File: config.mk
export PLATFORM = sky130hd
export DESIGN_NAME = dscs_top
export DESIGN_NICKNAME = d
export VERILOG_FILES = /design/src/hw/dscs_sync.v /design/src/hw/dscs_top.v
export VERILOG_INCLUDE_DIRS = /design/src /design/src/inc
export SDC_FILE = /design/constraint.sdc
export NUM_CORES = 1
export LEC_CHECK = 0
export ABC_CLOCK_PERIOD_IN_PS = 4200
export CAP_MARGIN = 5
export CELL_PAD_IN_SITES_DETAIL_PLACEMENT = 0
export CELL_PAD_IN_SITES_GLOBAL_PLACEMENT = 1
export CORE_UTILIZATION = 45
export CTS_CLUSTER_SIZE = 8
export DETAILED_ROUTE_END_ITERATION = 12
export DONT_BUFFER_PORTS = 1
export GPL_TIMING_DRIVEN = 0
export PLACE_DENSITY_LB_ADDON = 0.2
export SLEW_MARGIN = 20
export SYNTH_ARGS = -nofsm -noshare
export SYNTH_HDL_FRONTEND = slang
export SYNTH_SLANG_ARGS = --single-unit
File: constraint.sdc
create_clock -name ref_clk -period 4.2 [get_ports ref_clk]
set_clock_uncertainty 0.15 [all_clocks]
set_input_delay 0 -clock ref_clk [delete_from_list [all_inputs] [get_ports ref_clk]]
set_output_delay 0 -clock ref_clk [all_outputs]
set_load 0.01 [all_outputs]
File: src/inc/dscs_map.vh
`ifndef DSCS_MAP_VH
`define DSCS_MAP_VH

// Register offsets (byte addresses on the plain register port)
`define DSCS_REG_CTRL 8'h00
`define DSCS_REG_FIX1 8'h04
`define DSCS_REG_FIX2 8'h08
`define DSCS_REG_FIX3 8'h0C
`define DSCS_REG_FIX4 8'h10
`define DSCS_REG_FMAX 8'h14
`define DSCS_REG_KEYPAD 8'h18
`define DSCS_REG_STATUS 8'h1C
`define DSCS_REG_SETPOINT 8'h20
`define DSCS_REG_PINS 8'h24
`define DSCS_REG_STEP 8'h28

// Control register fields
`define DSCS_CTRL_MODE_LSB 0
`define DSCS_CTRL_MODE_MSB 1
`define DSCS_CTRL_SEL_LSB 2
`define DSCS_CTRL_SEL_MSB 5
`define DSCS_CTRL_STOP_LSB 6
`define DSCS_CTRL_STOP_MSB 7
`define DSCS_CTRL_RESET 8'h00

// Control modes
`define DSCS_MODE_TERMINAL 2'h0
`define DSCS_MODE_DIG_ONE 2'h1
`define DSCS_MODE_DIG_TWO 2'h2

// Source selector meanings
`define DSCS_SEL_FIX_MAX 4'h0
`define DSCS_SEL_F2_F4 4'h1
`define DSCS_SEL_F4_AI1 4'h2
`define DSCS_SEL_F4_BUS 4'h3
`define DSCS_SEL_F4_DIG 4'h4
`define DSCS_SEL_F4_F2 4'h5
`define DSCS_SEL_F4_REG 4'h6
`define DSCS_SEL_REG_AI1 4'h7
`define DSCS_SEL_REG_F1 4'h8

// Pin positions in the terminal vector
`define DSCS_PIN_RUN 0
`define DSCS_PIN_QSTOP_EN 1
`define DSCS_PIN_DIR 2
`define DSCS_PIN_ROT_INV 3
`define DSCS_PIN_REV_START 4
`define DSCS_PIN_UP 5
`define DSCS_PIN_DOWN 6
`define DSCS_PIN_FSEL_LSB 7
`define DSCS_PIN_FSEL_MSB 8
`define DSCS_PIN_SOURCE_SEL 9
`define DSCS_PIN_EMERG_SEL 10
`define DSCS_PIN_COUNT 11

// Run states
`define DSCS_ST_IDLE 2'h0
`define DSCS_ST_RUN 2'h1
`define DSCS_ST_STOP 2'h2
`define DSCS_ST_LOCKED 2'h3

// Reset values
`define DSCS_FREQ_RESET 16'h0000
`define DSCS_STEP_RESET 16'h0001

// Keypad step rate: 10 ms between up/down steps at 100 MHz
`define DSCS_STEP_PERIOD_NS 10000000
`define DSCS_CLK_PERIOD_NS 10
`define DSCS_STEP_CYCLES (`DSCS_STEP_PERIOD_NS / `DSCS_CLK_PERIOD_NS)

`endif

File: src/hw/dscs_sync.v
`timescale 1ns/1ps
`default_nettype none

module dscs_sync #(
	parameter WIDTH = 1
) (
	input wire ref_clk,
	input wire nrst,
	input wire [WIDTH-1:0] async_in,
	output wire [WIDTH-1:0] sync_out
);

reg [WIDTH-1:0] stage1;
reg [WIDTH-1:0] stage2;

genvar i;
generate
	for (i = 0; i < WIDTH; i = i + 1) begin : g_bit
		// First stage feeds only the second one
		always @(posedge ref_clk or negedge nrst) begin
			if (!nrst) begin
				stage1[i] <= 1'b0;
				stage2[i] <= 1'b0;
			end else begin
				stage1[i] <= async_in[i];
				stage2[i] <= stage1[i];
			end
		end
	end
endgenerate

assign sync_out = stage2;

endmodule // dscs_sync

`default_nettype wire

File: src/hw/dscs_top.v
// Notes on behaviour
// - Fixed-versus-max selector low uses picked fixed frequency, high uses maximum speed.
// - Second-versus-fourth selector: low gives fixed two, high gives fixed four.
// - Fourth-versus-analog selector: low gives fixed four, high gives analog one.
// - Fourth-versus-bus selector: low gives fixed four, high gives bus setpoint.
// - Fourth-versus-digital selector: low gives fixed four, high gives keypad setpoint.
// - Fourth-versus-second selector: low gives fixed four, high gives fixed two.
// - Fourth-versus-regulator selector: low gives fixed four, high gives regulator setpoint.
// - Emergency selector low ignores drive faults and keeps running; high is normal.
// - Regulator-versus-analog selector: low gives regulator, high gives analog one.
// - Regulator-versus-first selector: low gives regulator, high gives fixed one.
// - Quick-stop enable must stay high to run; low stops at once on quick ramp.
// - Run input high accelerates the motor on the selected ramp.
// - Run input low stops the motor using the configured stop mode.
// - After a completed stop the drive locks and never restarts by itself.
// - With two directions, direction comes from direction and invert inputs.
// - Keypad setpoint: normal start keeps last direction, reverse start runs opposite.
// - Increment raises setpoint only in control modes 1 or 2, paired with decrement.
// - Fixed select bits msb,lsb: 00 one, 01 two, 10 three, 11 four.
`include "dscs_map.vh"
`timescale 1ns/1ps
`default_nettype none

module dscs_top #(
	parameter SP_W = 16,
	parameter STEP_CYCLES = `DSCS_STEP_CYCLES
) (
	input wire ref_clk,
	input wire nrst,
	input wire [`DSCS_PIN_COUNT-1:0] term_in,
	input wire [SP_W-1:0] analog_in1_setpoint,
	input wire [SP_W-1:0] bus_setpoint,
	input wire [SP_W-1:0] regulator_setpoint,
	input wire drive_fault,
	input wire speed_zero,
	input wire [7:0] addr,
	input wire [31:0] wr_data,
	input wire wr_en,
	input wire rd_en,
	output reg [31:0] rd_data,
	output reg [SP_W-1:0] setpoint,
	output reg run_enable,
	output reg quick_ramp,
	output reg [1:0] stop_mode,
	output reg reverse,
	output reg emergency_run,
	output reg fault_trip,
	output reg drive_locked
);

////////////////////////////////////////////////////////////////////////////////
// Terminal synchronisation

wire [`DSCS_PIN_COUNT-1:0] pin;

dscs_sync #(
	.WIDTH(`DSCS_PIN_COUNT)
) u_sync (
	.ref_clk(ref_clk),
	.nrst(nrst),
	.async_in(term_in),
	.sync_out(pin)
);

wire run_lvl = pin[`DSCS_PIN_RUN];
wire qs_en = pin[`DSCS_PIN_QSTOP_EN];
wire dir_lvl = pin[`DSCS_PIN_DIR];
wire rotation_invert = pin[`DSCS_PIN_ROT_INV];
wire reverse_start_cmd = pin[`DSCS_PIN_REV_START];
wire up_lvl = pin[`DSCS_PIN_UP];
wire down_lvl = pin[`DSCS_PIN_DOWN];
wire fixed_select_lsb = pin[`DSCS_PIN_FSEL_LSB];
wire fixed_select_msb = pin[`DSCS_PIN_FSEL_MSB];
wire source_sel = pin[`DSCS_PIN_SOURCE_SEL];
wire emergency_run_select = pin[`DSCS_PIN_EMERG_SEL];

////////////////////////////////////////////////////////////////////////////////
// Registers

reg [7:0] ctrl;
reg [SP_W-1:0] fixed_freq_one;
reg [SP_W-1:0] fixed_freq_two;
reg [SP_W-1:0] fixed_freq_three;
reg [SP_W-1:0] fixed_freq_four;
reg [SP_W-1:0] max_speed;
reg [SP_W-1:0] keypad_setpoint;
reg [SP_W-1:0] step_size;
reg [1:0] state;

wire [1:0] ctrl_mode = ctrl[`DSCS_CTRL_MODE_MSB:`DSCS_CTRL_MODE_LSB];
wire [3:0] sel_mode = ctrl[`DSCS_CTRL_SEL_MSB:`DSCS_CTRL_SEL_LSB];
wire digital_mode = (ctrl_mode == `DSCS_MODE_DIG_ONE) || (ctrl_mode == `DSCS_MODE_DIG_TWO);
wire wr_keypad = wr_en && (addr == `DSCS_REG_KEYPAD);

always @(posedge ref_clk or negedge nrst) begin
	if (!nrst) begin
		ctrl <= `DSCS_CTRL_RESET;
		fixed_freq_one <= `DSCS_FREQ_RESET;
		fixed_freq_two <= `DSCS_FREQ_RESET;
		fixed_freq_three <= `DSCS_FREQ_RESET;
		fixed_freq_four <= `DSCS_FREQ_RESET;
		max_speed <= `DSCS_FREQ_RESET;
		step_size <= `DSCS_STEP_RESET;
	end else if (wr_en) begin
		case (addr)
			`DSCS_REG_CTRL: ctrl <= wr_data[7:0];
			`DSCS_REG_FIX1: fixed_freq_one <= wr_data[SP_W-1:0];
			`DSCS_REG_FIX2: fixed_freq_two <= wr_data[SP_W-1:0];
			`DSCS_REG_FIX3: fixed_freq_three <= wr_data[SP_W-1:0];
			`DSCS_REG_FIX4: fixed_freq_four <= wr_data[SP_W-1:0];
			`DSCS_REG_FMAX: max_speed <= wr_data[SP_W-1:0];
			`DSCS_REG_STEP: step_size <= wr_data[SP_W-1:0];
			default: ;
		endcase
	end
end

// Unmapped addresses read as zero; data stands one cycle after the strobe
always @(posedge ref_clk or negedge nrst) begin
	if (!nrst) begin
		rd_data <= 32'h00000000;
	end else if (rd_en) begin
		case (addr)
			`DSCS_REG_CTRL: rd_data <= {24'h000000, ctrl};
			`DSCS_REG_FIX1: rd_data <= {{(32-SP_W){1'b0}}, fixed_freq_one};
			`DSCS_REG_FIX2: rd_data <= {{(32-SP_W){1'b0}}, fixed_freq_two};
			`DSCS_REG_FIX3: rd_data <= {{(32-SP_W){1'b0}}, fixed_freq_three};
			`DSCS_REG_FIX4: rd_data <= {{(32-SP_W){1'b0}}, fixed_freq_four};
			`DSCS_REG_FMAX: rd_data <= {{(32-SP_W){1'b0}}, max_speed};
			`DSCS_REG_KEYPAD: rd_data <= {{(32-SP_W){1'b0}}, keypad_setpoint};
			`DSCS_REG_STEP: rd_data <= {{(32-SP_W){1'b0}}, step_size};
			`DSCS_REG_SETPOINT: rd_data <= {{(32-SP_W){1'b0}}, setpoint};
			`DSCS_REG_PINS: rd_data <= {{(32-`DSCS_PIN_COUNT){1'b0}}, pin};
			`DSCS_REG_STATUS: rd_data <= {24'h000000, fault_trip, emergency_run, reverse, quick_ramp,
				drive_locked, run_enable, state};
			default: rd_data <= 32'h00000000;
		endcase
	end else begin
		rd_data <= 32'h00000000;
	end
end

////////////////////////////////////////////////////////////////////////////////
// Keypad setpoint with up/down stepping

reg [31:0] step_cnt;
wire step_tick = (step_cnt == 32'h00000000);

always @(posedge ref_clk or negedge nrst) begin
	if (!nrst) begin
		step_cnt <= 32'h00000000;
	end else if (step_tick) begin
		step_cnt <= STEP_CYCLES - 1;
	end else begin
		step_cnt <= step_cnt - 32'h00000001;
	end
end

wire [SP_W:0] up_sum = {1'b0, keypad_setpoint} + {1'b0, step_size};
reg [SP_W-1:0] next_keypad;

// Both held together cancel; steps saturate at zero and at maximum speed
always @* begin
	next_keypad = keypad_setpoint;
	if (digital_mode && step_tick && (up_lvl != down_lvl)) begin
		if (up_lvl) begin
			if (up_sum > {1'b0, max_speed})
				next_keypad = max_speed;
			else
				next_keypad = up_sum[SP_W-1:0];
		end else begin
			if (keypad_setpoint > step_size)
				next_keypad = keypad_setpoint - step_size;
			else
				next_keypad = {SP_W{1'b0}};
		end
	end
end

always @(posedge ref_clk or negedge nrst) begin
	if (!nrst) begin
		keypad_setpoint <= `DSCS_FREQ_RESET;
	end else if (wr_keypad) begin
		keypad_setpoint <= wr_data[SP_W-1:0];
	end else begin
		keypad_setpoint <= next_keypad;
	end
end

////////////////////////////////////////////////////////////////////////////////
// Setpoint source selection

reg [SP_W-1:0] fixed_pick;
reg [SP_W-1:0] next_setpoint;

always @* begin
	case ({fixed_select_msb, fixed_select_lsb})
		2'h0: fixed_pick = fixed_freq_one;
		2'h1: fixed_pick = fixed_freq_two;
		2'h2: fixed_pick = fixed_freq_three;
		default: fixed_pick = fixed_freq_four;
	endcase
end

always @* begin
	case (sel_mode)
		`DSCS_SEL_FIX_MAX: next_setpoint = source_sel ? max_speed : fixed_pick;
		`DSCS_SEL_F2_F4: next_setpoint = source_sel ? fixed_freq_four : fixed_freq_two;
		`DSCS_SEL_F4_AI1: next_setpoint = source_sel ? analog_in1_setpoint : fixed_freq_four;
		`DSCS_SEL_F4_BUS: next_setpoint = source_sel ? bus_setpoint : fixed_freq_four;
		`DSCS_SEL_F4_DIG: next_setpoint = source_sel ? keypad_setpoint : fixed_freq_four;
		`DSCS_SEL_F4_F2: next_setpoint = source_sel ? fixed_freq_two : fixed_freq_four;
		`DSCS_SEL_F4_REG: next_setpoint = source_sel ? regulator_setpoint : fixed_freq_four;
		`DSCS_SEL_REG_AI1: next_setpoint = source_sel ? analog_in1_setpoint : regulator_setpoint;
		`DSCS_SEL_REG_F1: next_setpoint = source_sel ? fixed_freq_one : regulator_setpoint;
		default: next_setpoint = fixed_pick;
	endcase
end

// Registered so a changed selection shows one cycle after it is sampled
always @(posedge ref_clk or negedge nrst) begin
	if (!nrst) begin
		setpoint <= `DSCS_FREQ_RESET;
	end else begin
		setpoint <= next_setpoint;
	end
end

////////////////////////////////////////////////////////////////////////////////
// Run, stop and lock sequencing

reg run_prev;
reg rev_prev;
reg [1:0] primed;
reg last_dir;
reg [1:0] next_state;

wire start_req = run_lvl || reverse_start_cmd;
wire run_rise = run_lvl && !run_prev;
wire rev_rise = reverse_start_cmd && !rev_prev;
wire rev_start = rev_rise && !run_rise;
// Fire mode masks faults so the drive keeps turning until it cannot
wire fault_now = drive_fault && emergency_run_select;

always @* begin
	next_state = state;
	case (state)
		`DSCS_ST_IDLE: begin
			if (fault_now)
				next_state = `DSCS_ST_LOCKED;
			else if (start_req && qs_en)
				next_state = `DSCS_ST_RUN;
		end
		`DSCS_ST_RUN: begin
			if (fault_now)
				next_state = `DSCS_ST_LOCKED;
			else if (!qs_en)
				next_state = `DSCS_ST_STOP;
			else if (!start_req)
				next_state = `DSCS_ST_STOP;
		end
		`DSCS_ST_STOP: begin
			if (fault_now || speed_zero)
				next_state = `DSCS_ST_LOCKED;
		end
		`DSCS_ST_LOCKED: begin
			// A held start never restarts; the command must drop first
			if (!start_req && !fault_now)
				next_state = `DSCS_ST_IDLE;
		end
		default: next_state = `DSCS_ST_IDLE;
	endcase
end

always @(posedge ref_clk or negedge nrst) begin
	if (!nrst) begin
		state <= `DSCS_ST_IDLE;
		run_prev <= 1'b0;
		rev_prev <= 1'b0;
		primed <= 2'h0;
	end else begin
		state <= next_state;
		run_prev <= run_lvl;
		rev_prev <= reverse_start_cmd;
		primed <= {primed[0], 1'b1};
	end
end

// Keypad modes remember the direction of the last start
always @(posedge ref_clk or negedge nrst) begin
	if (!nrst) begin
		last_dir <= 1'b0;
	end else if (state == `DSCS_ST_IDLE && next_state == `DSCS_ST_RUN) begin
		if (rev_start)
			last_dir <= ~last_dir;
	end
end

reg next_reverse;

always @* begin
	case (ctrl_mode)
		`DSCS_MODE_DIG_ONE, `DSCS_MODE_DIG_TWO: next_reverse = last_dir ^ rev_start;
		default: next_reverse = dir_lvl ^ rotation_invert;
	endcase
end

always @(posedge ref_clk or negedge nrst) begin
	if (!nrst) begin
		run_enable <= 1'b0;
		quick_ramp <= 1'b0;
		stop_mode <= 2'h0;
		reverse <= 1'b0;
		emergency_run <= 1'b0;
		fault_trip <= 1'b0;
		drive_locked <= 1'b0;
	end else begin
		run_enable <= (next_state == `DSCS_ST_RUN);
		if (state == `DSCS_ST_RUN && !qs_en)
			quick_ramp <= 1'b1;
		else if (next_state != `DSCS_ST_STOP)
			quick_ramp <= 1'b0;
		stop_mode <= ctrl[`DSCS_CTRL_STOP_MSB:`DSCS_CTRL_STOP_LSB];
		// Direction is frozen while turning to avoid a reversal under load, except in terminal mode where it follows the pins
		if (next_state == `DSCS_ST_RUN && state == `DSCS_ST_IDLE)
			reverse <= next_reverse;
		else if (state == `DSCS_ST_RUN && ctrl_mode == `DSCS_MODE_TERMINAL)
			reverse <= next_reverse;
		// Synchroniser resets low, which would read as fire mode until the pins arrive
		emergency_run <= primed[1] && !emergency_run_select;
		fault_trip <= fault_now;
		drive_locked <= (next_state == `DSCS_ST_LOCKED);
	end
end

endmodule // dscs_top

`default_nettype wire

==> impl_metrics.py, run 1 <==
metrics = {
    "outcome": {
        "status": "complete, but fails checks",
        "violations": "negative hold slack, negative setup slack",
    },
    "pwr": {
        "irDropWorstVdd_uv": 320,
        "sequentialPowerShare_pct": 34.8,
        "p_int_mw": 4.72,
        "p_leak_nw": 7.36,
        "switching_share_pct": 33.3,
        "p_per_area_nw_per_um2": 417,
        "pwr-share-comb_pct": 28.8,
        "p_clk_share_pct": 36.4,
        "switchingPower_mw": 2.35,
    },
    "clock_tree": {
        "clock_sinks": 221,
        "cts_buffer_depth": 3,
        "clkTransAtPathRegs_ns": 0.06,
        "clk_latency_ns": 0.53,
        "cts_buffers": 34,
        "htree_levels": 2,
        "cts_tree": "done",
        "hold_buffers": 91,
        "root_buffer": "clkbuf_16",
    },
    "worst_setup_path": {
        "path_max_fanout": 5,
        "crit_type": "reg2reg",
        "startpoint_type": "flip-flop",
        "timing.rr.end": "keypad_setpoint[3]",
        "worst-path-buf-inv": 3,
        "reg2reg_slack_ns": -0.23,
        "arrival_ns": 4.65,
        "r2r-start": "step_size[2]",
        "critPathMaxStageDelay_ns": 0.41,
        "critical-path-slowest-cell": "dfrtp_2",
        "crit_path_end_kind": "flip-flop",
        "cp_common_cell": "a211o_1",
        "cp.required_ns": 4.42,
        "reg2regPathDepth": 16,
        "path_cells": "buf_4 > ha_1 > o311ai_4 > a41oi_2 > o2111a_1 > a211o_1 > ha_4 > a21o_1 > a211o_1 > a211o_1 > o21a_2 > nor4_4 > buf_6 > buf_12 > mux2i_1 > o22ai_1",
        "crit_family": "compound AO/OA/AOI/OAI gates",
    },
    "die": {
        "core_um2": 30000,
        "die_h_um": 177,
        "die_w_um": 177,
        "rows": 63,
        "dieArea_um2": 31500,
        "ios": 161,
        "initial_core_util_pct": 46.2,
    },
    "cells_and_area": {
        "fin_cells": 1978,
        "area_growth_pct": 22.4,
        "regMostFlops": "step_cnt",
        "final_layout_size_suffix_gt1_share_pct": 20.5,
        "fin_nets": 1730,
        "largest_reg_flops": 32,
        "final_cell_area_um2": 17000,
    },
    "global_route": {
        "antenna_found_initial": 2,
        "grt-ovfl-total": 0,
        "grt_pass1_vias": 13000,
        "track_usage_pct": 35.1,
        "grt_pass1_wl_mm": 81.6,
        "grt_max_degree": 222,
    },
    "synth": {
        "synth.top_cells.by_count": "220 x dfrtp_1, 112 x mux2_2, 101 x nand2_1, 75 x nor2_1, 72 x inv_1",
        "avgSynthCellArea_um2": 9.91,
        "ys_warn_count": 0,
        "synth_seq_cells": 221,
        "netlist_instances": 1397,
        "async_flop_share_pct": 100,
        "synth_area_leader_cell": "dfrtp_1",
        "synth-seq-area-share_pct": 39.9,
        "yosys.cell_types.count": 87,
        "synthTopCellsByArea": "dfrtp_1 40%, mux2_2 9.1%, ha_1 4.6%",
        "syn_area_um2": 13800,
        "yosys.area.top_type_share_pct": 39.8,
        "yosysMostFrequentCell": "dfrtp_1",
        "synth_ff_type": "dfrtp_1",
        "synth_edf_count": 0,
    },
    "place": {
        "gp_congestion": 0.994,
        "place_hpwl_mm": 37.7,
        "dpl_cell_area_um2": 14500,
        "portBuffers": 0,
        "dp.cells": 1802,
    },
    "timing": {
        "setup_viol": 15,
        "tightest_slew_ns": 1.13,
        "fmax_ghz": 0.226,
        "hold_violations": 221,
        "slew_headroom_pct": 24.3,
        "fin_crit_sh_pct": 106,
        "rsz0062_at_grt": "true",
        "slew_violations": 0,
        "min_period_ns": 4.43,
        "hold_slack_ns": -0.941,
        "timing.setup.tns_ns": -1.41,
        "setup_slack_ns": -0.233,
    },
    "job": {
        "drv_cap": 0,
    },
    "min_path": {
        "hp-class": "in2async",
    },
    "routing": {
        "drt_iter0_drc": 1988,
        "final_antenna_net_count": 0,
        "via_per_inst": 6.67,
        "route.vias.total": 13200,
        "avgRoutedWirePerCell_um": 28.0,
        "drc": 0,
        "wirelength_mm": 55.3,
        "drt_first_pass_iters": 9,
    },
}
==> worst max path at each step <==
stage,startpoint,endpoint,slack [ns],cells after the start
after floorplan,step_size[0],keypad_setpoint[3],0.03,17
after detailed placement,keypad_setpoint[6],keypad_setpoint[3],-0.81,16
after global routing,step_size[5],keypad_setpoint[3],-0.35,18
after global placement,keypad_setpoint[6],keypad_setpoint[5],-0.89,16
final,step_size[2],keypad_setpoint[3],-0.23,16
after CTS,step_size[5],keypad_setpoint[3],-0.07,18
==> cell type report <==
type | count | area (µm²)
inverters | 74 | 278
clock buffers | 45 | 892
diodes | 2 | 5.00
multi-input cells | 1012 | 7910
clock inverters | 5 | 100
flip-flops and latches | 221 | 5550
well taps | 390 | 488
plain buffers | 101 | 522
repair buffers | 128 | 1220
fillers | 2678 | 13000
==> power groups by stage <==
stage | logic [mW] | clock network [mW] | registers [mW]
floorplan | 1.14 | 0 | 2.40
detailed placement | 1.53 | 0 | 2.50
global placement | 1.51 | 0 | 2.50
global route | 2.15 | 2.69 | 2.46
finish | 2.04 | 2.57 | 2.46
CTS | 1.93 | 2.60 | 2.46
==> cells by family (layout without fill, tap and decap cells) <==
family / after synthesis / count (layout) / share of synthesized area, %
AO/OA/AOI/OAI: 408 / 408 / 21.3
XOR/XNOR: 43 / 43 / 2.72
adder cells (fa/ha/maj): 53 / 53 / 4.90
buffers and inverters: 179 / 353 / 5.65
flip-flops: 221 / 221 / 39.9
multiplexers: 138 / 138 / 12.4
other: 2 / 19 / 0.0542
AND/OR/NAND/NOR: 353 / 353 / 13.1
==> layer usage <==
metal	global-route usage, %	part of all wire (%)
met1	47.7	40
met2	52.1	43
met3	9.75	12
met4	15.2	4.6
met5	0	0
==> placed cells by master, fill, tap and decap left out, drive strengths merged, types with 10 or more instances in the layout <==
cell / Yosys / routed
dfrtp: 220 / 220
nand4: 20 / 20
a221oi: 33 / 33
and3: 11 / 11
clkbuf: 59 / 102
inv: 73 / 73
nand3: 26 / 26
nand2b: 13 / 13
nor2b: 10 / 10
nor3: 28 / 28
a222oi: 32 / 32
mux2i: 10 / 10
a31oi: 32 / 32
o21ai: 55 / 55
o211ai: 10 / 10
a22oi: 37 / 37
mux4: 16 / 16
buf: 46 / 81
xor2: 16 / 16
a22o: 24 / 24
nor2: 80 / 80
nor4: 23 / 23
o22ai: 23 / 23
a21oi: 70 / 70
xnor2: 27 / 27
dlygate4sd3: 0 / 91
ha: 51 / 51
nand2: 102 / 102
conb: 2 / 17
mux2: 112 / 112
==> stage by stage <==
| stage | utilization [%] | setup WS (ns) | hold slack [ns] | power, mW |
|---|---|---|---|---|
| after global placement | 48.2 | -0.890 | -0.439 | 4.00 |
| after floorplan | - | 0.0297 | -0.446 | 3.54 |
| after CTS | 56.4 | -0.0720 | -0.976 | 6.99 |
| after detailed placement | 48.3 | -0.808 | -0.426 | 4.03 |
| final | 56.6 | -0.233 | -0.941 | 7.07 |
| after global routing | 56.6 | -0.347 | -0.955 | 7.31 |
==> repair_timing <==
item                                   in CTS  in global routing
pin swaps                                  23                  8
setup endpoints to repair                  16                 24
gates cloned                                1                  0
buffers inserted                           33                  3
endpoints found under the hold margin     376                221
gates resized for setup                    59                 18
(Power assumes the default switching activity.)
==> run 2, diff against run 1 <==
- ABC_AREA: unset -> 1
- CORE_UTILIZATION: 45 -> 43
- MAX_ROUTING_LAYER: unset -> met4
==> run 2 against run 1 <==
The flow finishes with violations (negative hold slack). Global-route usage rose by 2.0 points. Non-clock buffer count is 31 lower. Fmax up 7.8%. Via count increased by 13%. Sequential share of layout area up 0.11 points. Count of clock-buffer cells in the layout up 2. Setup slack improved by 0.32 ns. Highest routed layer unchanged.
==> impl_metrics.py, run 2 <==
metrics = {
    "worst_setup_path": {
        "crit_family": "buffers and inverters",
        "timing.rr.end": "setpoint[5]",
        "critPathMaxStageDelay_ns": 0.65,
        "crit_path_end_kind": "flip-flop",
        "path_cells": "inv_1 > nor3_1 > clkbuf_2 > o21ai_0 > a21oi_1 > dlygate4sd3_1 > a2111oi_0 > dlygate4sd3_1 > o2111ai_1 > dlygate4sd3_1",
        "critical-path-slowest-cell": "dlygate4sd3_1",
        "r2r-start": "ctrl[2]",
        "reg2reg_slack_ns": 0.09,
        "cp_common_cell": "dlygate4sd3_1",
        "arrival_ns": 4.43,
        "startpoint_type": "flip-flop",
        "path_depth": 10,
        "path_max_fanout": 10,
        "crit_type": "reg2reg",
        "worst-path-buf-inv": 5,
        "cp.required_ns": 4.51,
        "reg2regPathDepth": 10,
    },
    "cells_and_area": {
        "final_cell_mix": "464 x nand2_1, 232 x o21ai_0, 219 x dfrtp_1, 214 x inv_1, 162 x nor2_1",
        "largest_reg_flops": 32,
        "fin_nets": 2234,
        "layout_commonest_cell": "nand2_1",
        "final_cell_area_um2": 16900,
        "fill_cells": 3266,
        "regMostFlops": "step_cnt",
        "area_growth_pct": 19.1,
        "final_layout_size_suffix_gt1_share_pct": 7.56,
    },
    "timing": {
        "tightest_slew_ns": 1.05,
        "hold_slack_ns": -0.960,
        "timing.setup.tns_ns": 0,
        "hold_violations": 221,
        "min_period_ns": 4.11,
        "fin_crit_sh_pct": 97.9,
        "setup_viol": 0,
        "slew_violations": 0,
        "slew_headroom_pct": 30.1,
        "rsz0062_at_grt": "true",
        "fmax_ghz": 0.243,
    },
    "synth": {
        "synth_edf_count": 0,
        "synth.top_cells.by_count": "467 x nand2_1, 234 x o21ai_0, 220 x dfrtp_1, 215 x inv_1, 163 x nor2_1",
        "syn_area_um2": 14200,
        "yosys.area.top_type_share_pct": 38.9,
        "yosysMostFrequentCell": "nand2_1",
        "avgSynthCellArea_um2": 7.35,
        "ys_warn_count": 0,
        "synth_area_leader_cell": "dfrtp_1",
        "async_flop_share_pct": 100,
        "synth_ff_type": "dfrtp_1",
        "synth-seq-area-share_pct": 39.1,
        "synthTopCellsByArea": "dfrtp_1 39%, nand2_1 12%, o21ai_0 8.3%",
        "synth_seq_cells": 221,
        "netlist_instances": 1926,
        "yosys.cell_types.count": 62,
    },
    "global_route": {
        "grt_pass1_wl_mm": 88.9,
        "grt_pass1_vias": 14400,
        "track_usage_pct": 37.1,
        "antenna_found_initial": 2,
        "grt_max_degree": 222,
        "grt-ovfl-total": 0,
    },
    "routing": {
        "drt_first_pass_iters": 8,
        "via_per_inst": 5.87,
        "avgRoutedWirePerCell_um": 23.9,
        "route.vias.total": 14900,
        "drt_iter0_drc": 1498,
        "wirelength_mm": 60.5,
        "drc": 0,
        "final_antenna_net_count": 0,
    },
    "job": {
        "drv_cap": 0,
    },
    "pwr": {
        "fin_total_pwr_mw": 6.40,
        "p_leak_nw": 7.95,
        "irDropWorstVdd_uv": 360,
        "p_per_area_nw_per_um2": 380,
    },
    "clock_tree": {
        "cts_tree": "done",
        "clkTransAtPathRegs_ns": 0.06,
        "htree_levels": 2,
        "clk_latency_ns": 0.55,
        "clock_sinks": 221,
        "cts_buffers": 34,
        "root_buffer": "clkbuf_16",
        "cts_buffer_depth": 3,
        "hold_buffers": 93,
    },
    "die": {
        "initial_core_util_pct": 43.6,
        "rows": 66,
        "dieArea_um2": 33600,
        "die_w_um": 183,
        "core_um2": 32500,
        "die_h_um": 183,
        "ios": 161,
    },
    "min_path": {
        "hp-class": "in2async",
    },
    "place": {
        "portBuffers": 0,
        "gp_congestion": 1.02,
        "dpl_cell_area_um2": 14800,
        "place_hpwl_mm": 44.0,
    },
    "outcome": {
        "status": "complete, but fails checks",
        "violations": "negative hold slack",
    },
}
## run 2: changes by cell type after synthesis, moves of 32 or more
cell      previous run  this run
o21ai_0             52       234
nand3_1             26        68
mux2_2             112         1
nor2_1              75       163
nand2_1            101       467
inv_1               72       215
a21oi_1             70       102
a22oi_1             37         0
a222oi_1            32         0
## run 2: worst register-to-register path: cells and delay by family (launching register included)
kind,cells,cell delay (ns)
buffers and inverters,5,2.42
DFF,1,0.48
AOI/OAI and AO/OA,4,0.50
and+or+nand+nor,1,0.52
## run 2: how the worst max path moves through the flow
stage,end,from,slack (ns)
after floorplan,keypad_setpoint[14],step_size[0],0.44
after global placement,keypad_setpoint[15],step_size[0],-0.41
after detailed placement,keypad_setpoint[15],step_size[0],-0.44
after CTS,keypad_setpoint[14],step_size[0],0.04
after global routing,keypad_setpoint[15],step_size[0],-0.02
final,setpoint[5],ctrl[2],0.09
## run 2: metrics by stage
stage               cells  util [%]  hold slack [ns]  setup slack, ns
floorplan            1941         -           -0.446            0.445
global placement     2383      45.5           -0.430           -0.407
detailed placement   2383      45.5           -0.430           -0.436
CTS                  2527      51.5           -0.983           0.0357
global route         2533      51.9           -0.982          -0.0242
finish               2533      51.9           -0.960           0.0876
## run 2: layout make-up
type | count | area (µm²) | area share (%)
timing repair buffer | 99 | 976 | 5.79
inverter | 231 | 867 | 5.15
clock inverter | 2 | 36.3 | 0.215
tap | 442 | 553 | 3.28
clock buffer | 47 | 940 | 5.58
sequential | 221 | 5530 | 32.8
antenna | 2 | 5.00 | 0.0297
multi-input combinational | 1390 | 7450 | 44.2
buffer | 99 | 488 | 2.90
## run 2: timing repair
| item | 4_1_cts | 5_1_grt |
|---|---|---|
| pin swaps | 1 | 3 |
| endpoints found under the setup margin | 16 | 17 |
| hold endpoints to repair | 384 | 221 |
| gates resized for setup | 7 | 24 |
| setup buffers | 2 | 4 |
## run 2: cells by family (layout without fill, tap and decap cells)
group,after synthesis,count (layout),synth area share (%)
adder cells (fa/ha/maj),53,53,4.79
multiplexers,1,1,0.0796
AO/OA/AOI/OAI,494,494,20.8
XOR/XNOR,41,41,2.54
flip-flops,221,221,39.1
other,2,19,0.0531
buffers and inverters,330,478,9.52
AND/OR/NAND/NOR,784,784,23.1
## run 2: layer usage
metal | global-route usage [%] | share of wire, %
met1 | 47.6 | 41
met2 | 54.0 | 43
met3 | 9.23 | 10
met4 | 19.0 | 5.3
met5 | - | 0
## run 2: power breakdown
group          internal, mW  switching [mW]  leakage [nW]  total [mW]
Clock                  1.55            1.05         0.475        2.59
Combinational         0.515           0.873          4.63        1.39
Sequential             2.26           0.166          2.85        2.42
Total                  4.32            2.08          7.95        6.40
==> run 3, diff against run 2 <==
- REMOVE_ABC_BUFFERS: unset -> 1
==> run 3 against run 2 <==
The flow still finishes with violations (negative hold slack). Sequential cell count unchanged. Utilization down 0.80 points. First-iteration DRC count down 3.9%. Global-route usage down 4.4 points. Routed wire length down 12%. Critical path depth up 11. Combinational power about the same. Largest power group unchanged.
==> impl_metrics.py, run 3 (synthesis results as in run 2) <==
metrics = {
    "outcome": {
        "status": "complete, but fails checks",
        "violations": "negative hold slack",
    },
    "routing": {
        "via_per_inst": 5.74,
        "wirelength_mm": 53.3,
        "highest_layer": "met4",
        "avgRoutedWirePerCell_um": 21.8,
        "route.met3.wl_mm": 4.94,
        "drc": 0,
        "wl_met2_mm": 23.1,
        "final_antenna_net_count": 0,
        "drt_first_pass_iters": 5,
        "wl_met1_mm": 22.8,
        "route.vias.total": 14000,
        "drt_iter0_drc": 1440,
    },
    "cells_and_area": {
        "largest_reg_flops": 32,
        "regMostFlops": "step_cnt",
        "final_cell_mix": "456 x nand2_1, 233 x o21ai_0, 219 x dfrtp_1, 214 x inv_1, 158 x nor2_1",
        "fin_nets": 2151,
        "area_growth_pct": 17.3,
        "layout_commonest_cell": "nand2_1",
        "final_layout_size_suffix_gt1_share_pct": 7.70,
    },
    "die": {
        "initial_core_util_pct": 43.6,
        "ios": 161,
        "rows": 66,
        "core_um2": 32500,
        "die_w_um": 183,
        "die_h_um": 183,
        "dieArea_um2": 33600,
    },
    "clock_tree": {
        "clk_latency_ns": 0.54,
        "cts_buffers": 34,
        "hold_buffers": 93,
        "root_buffer": "clkbuf_16",
        "clock_sinks": 221,
        "cts_buffer_depth": 3,
        "clkTransAtPathRegs_ns": 0.06,
        "cts_tree": "done",
        "htree_levels": 2,
    },
    "global_route": {
        "track_usage_pct": 32.6,
        "grt-ovfl-total": 0,
        "grt_max_degree": 222,
        "grt_pass1_wl_mm": 79.7,
        "antenna_found_initial": 4,
        "grt_pass1_vias": 13200,
    },
    "worst_setup_path": {
        "cp.required_ns": 4.51,
        "crit_path_start": "step_size[0]",
        "reg2regPathDepth": 21,
        "r2r-start": "step_size[0]",
        "startpoint_type": "flip-flop",
        "cp-endpoint": "keypad_setpoint[12]",
        "reg2reg_slack_ns": 0.19,
        "arrival_ns": 4.32,
        "crit_type": "reg2reg",
        "timing.rr.end": "keypad_setpoint[12]",
        "critical-path-slowest-cell": "dfstp_2",
        "crit_path_end_kind": "flip-flop",
        "path_max_fanout": 8,
        "path_cells": "ha_2 > inv_1 > fa_2 > o21ai_4 > nand2_1 > nand2_1 > nand3_1 > nand2_1 > xor2_1 > inv_1 > ha_1 > nand2_1 > nor2_1 > nand3_1 > nand2_8 > nand2_8 > nand2_1 > nand3_1 > nand2_1 > nand2_1 > nand2_1",
        "cp_common_cell": "nand2_1",
        "critPathMaxStageDelay_ns": 0.55,
    },
    "place": {
        "gp_congestion": 0.926,
        "preCtsSetupSlack_ns": -0.525,
        "place_hpwl_mm": 36.4,
        "portBuffers": 0,
    },
    "timing": {
        "slew_headroom_pct": 24.2,
        "fmax_ghz": 0.250,
        "min_period_ns": 4.01,
        "hold_violations": 237,
        "slew_violations": 0,
        "tightest_slew_ns": 1.13,
        "fin_crit_sh_pct": 95.4,
        "hold_slack_ns": -0.984,
        "setup_viol": 0,
        "setup_slack_ns": 0.194,
        "timing.setup.tns_ns": 0,
    },
    "pwr": {
        "p_per_area_nw_per_um2": 380,
        "irDropWorstVdd_uv": 311,
        "fin_total_pwr_mw": 6.31,
        "p_leak_nw": 7.80,
    },
    "min_path": {
        "hp-class": "in2async",
    },
    "job": {
        "drv_cap": 0,
    },
}
==> run 3: power by group <==
part / internal, mW / switching (mW)
clock: 1.48 / 1.02
combinational: 0.502 / 0.888
sequential: 2.26 / 0.161
==> run 3: repair_timing <==
| action | CTS | global route |
|---|---|---|
| buffers inserted | 0 | 3 |
| gates resized for setup | 5 | 23 |
| setup endpoints to repair | 16 | 16 |
| pin swaps | 0 | 8 |
| hold endpoints to repair | 392 | 221 |
| cloned | 0 | 3 |
==> run 3: worst min path at each step <==
stage / start / end / depth (start not counted) / slack (ns)
after floorplan: nrst / ctrl[0] / 0 / -0.45
after global placement: nrst / step_size[12] / 0 / -0.44
after detailed placement: nrst / step_size[12] / 0 / -0.44
after CTS: nrst / keypad_setpoint[7] / 0 / -0.99
after global routing: nrst / step_size[12] / 0 / -0.98
final: nrst / step_size[12] / 0 / -0.98
==> run 3: routing by layer <==
metal | global-route usage, % | vias up
met4 | 13.9 | 0
met1 | 42.4 | 6650
met3 | 7.13 | 156
li1 | - | 6522
met2 | 49.0 | 706
met5 | - | -
==> run 3: cell type report <==
cell class                      instances  area (µm²)
Multi-Input combinational cell       1393        7550
Antenna cell                            5        12.5
Clock inverter                          4        41.3
Fill cell                            3238       15900
Timing Repair Buffer                  112        1140
Inverter                              231         870
Clock buffer                           38         886
Sequential cell                       221        5530
Tap cell                              442         553
==> run 3: worst max-delay path, delay by kind of cell, from the launching register on <==
kind	cells	cell delay (ns)
AND/OR/NAND/NOR	14	1.76
adder cells (fa/ha/maj)	3	0.88
flip-flops	1	0.55
AO/OA/AOI/OAI	1	0.24
XOR/XNOR	1	0.20
buffers and inverters	2	0.13
==> run 3: per-stage QoR <==
step           std cells  util (%)  area [µm²]
2_1_floorplan       1842         -       13700
3_3_place_gp        2284      44.0       14300
3_5_place_dp        2300      44.8       14500
4_1_cts             2435      50.6       16400
5_1_grt             2445      51.1       16600
6_report            2446      51.1       16600
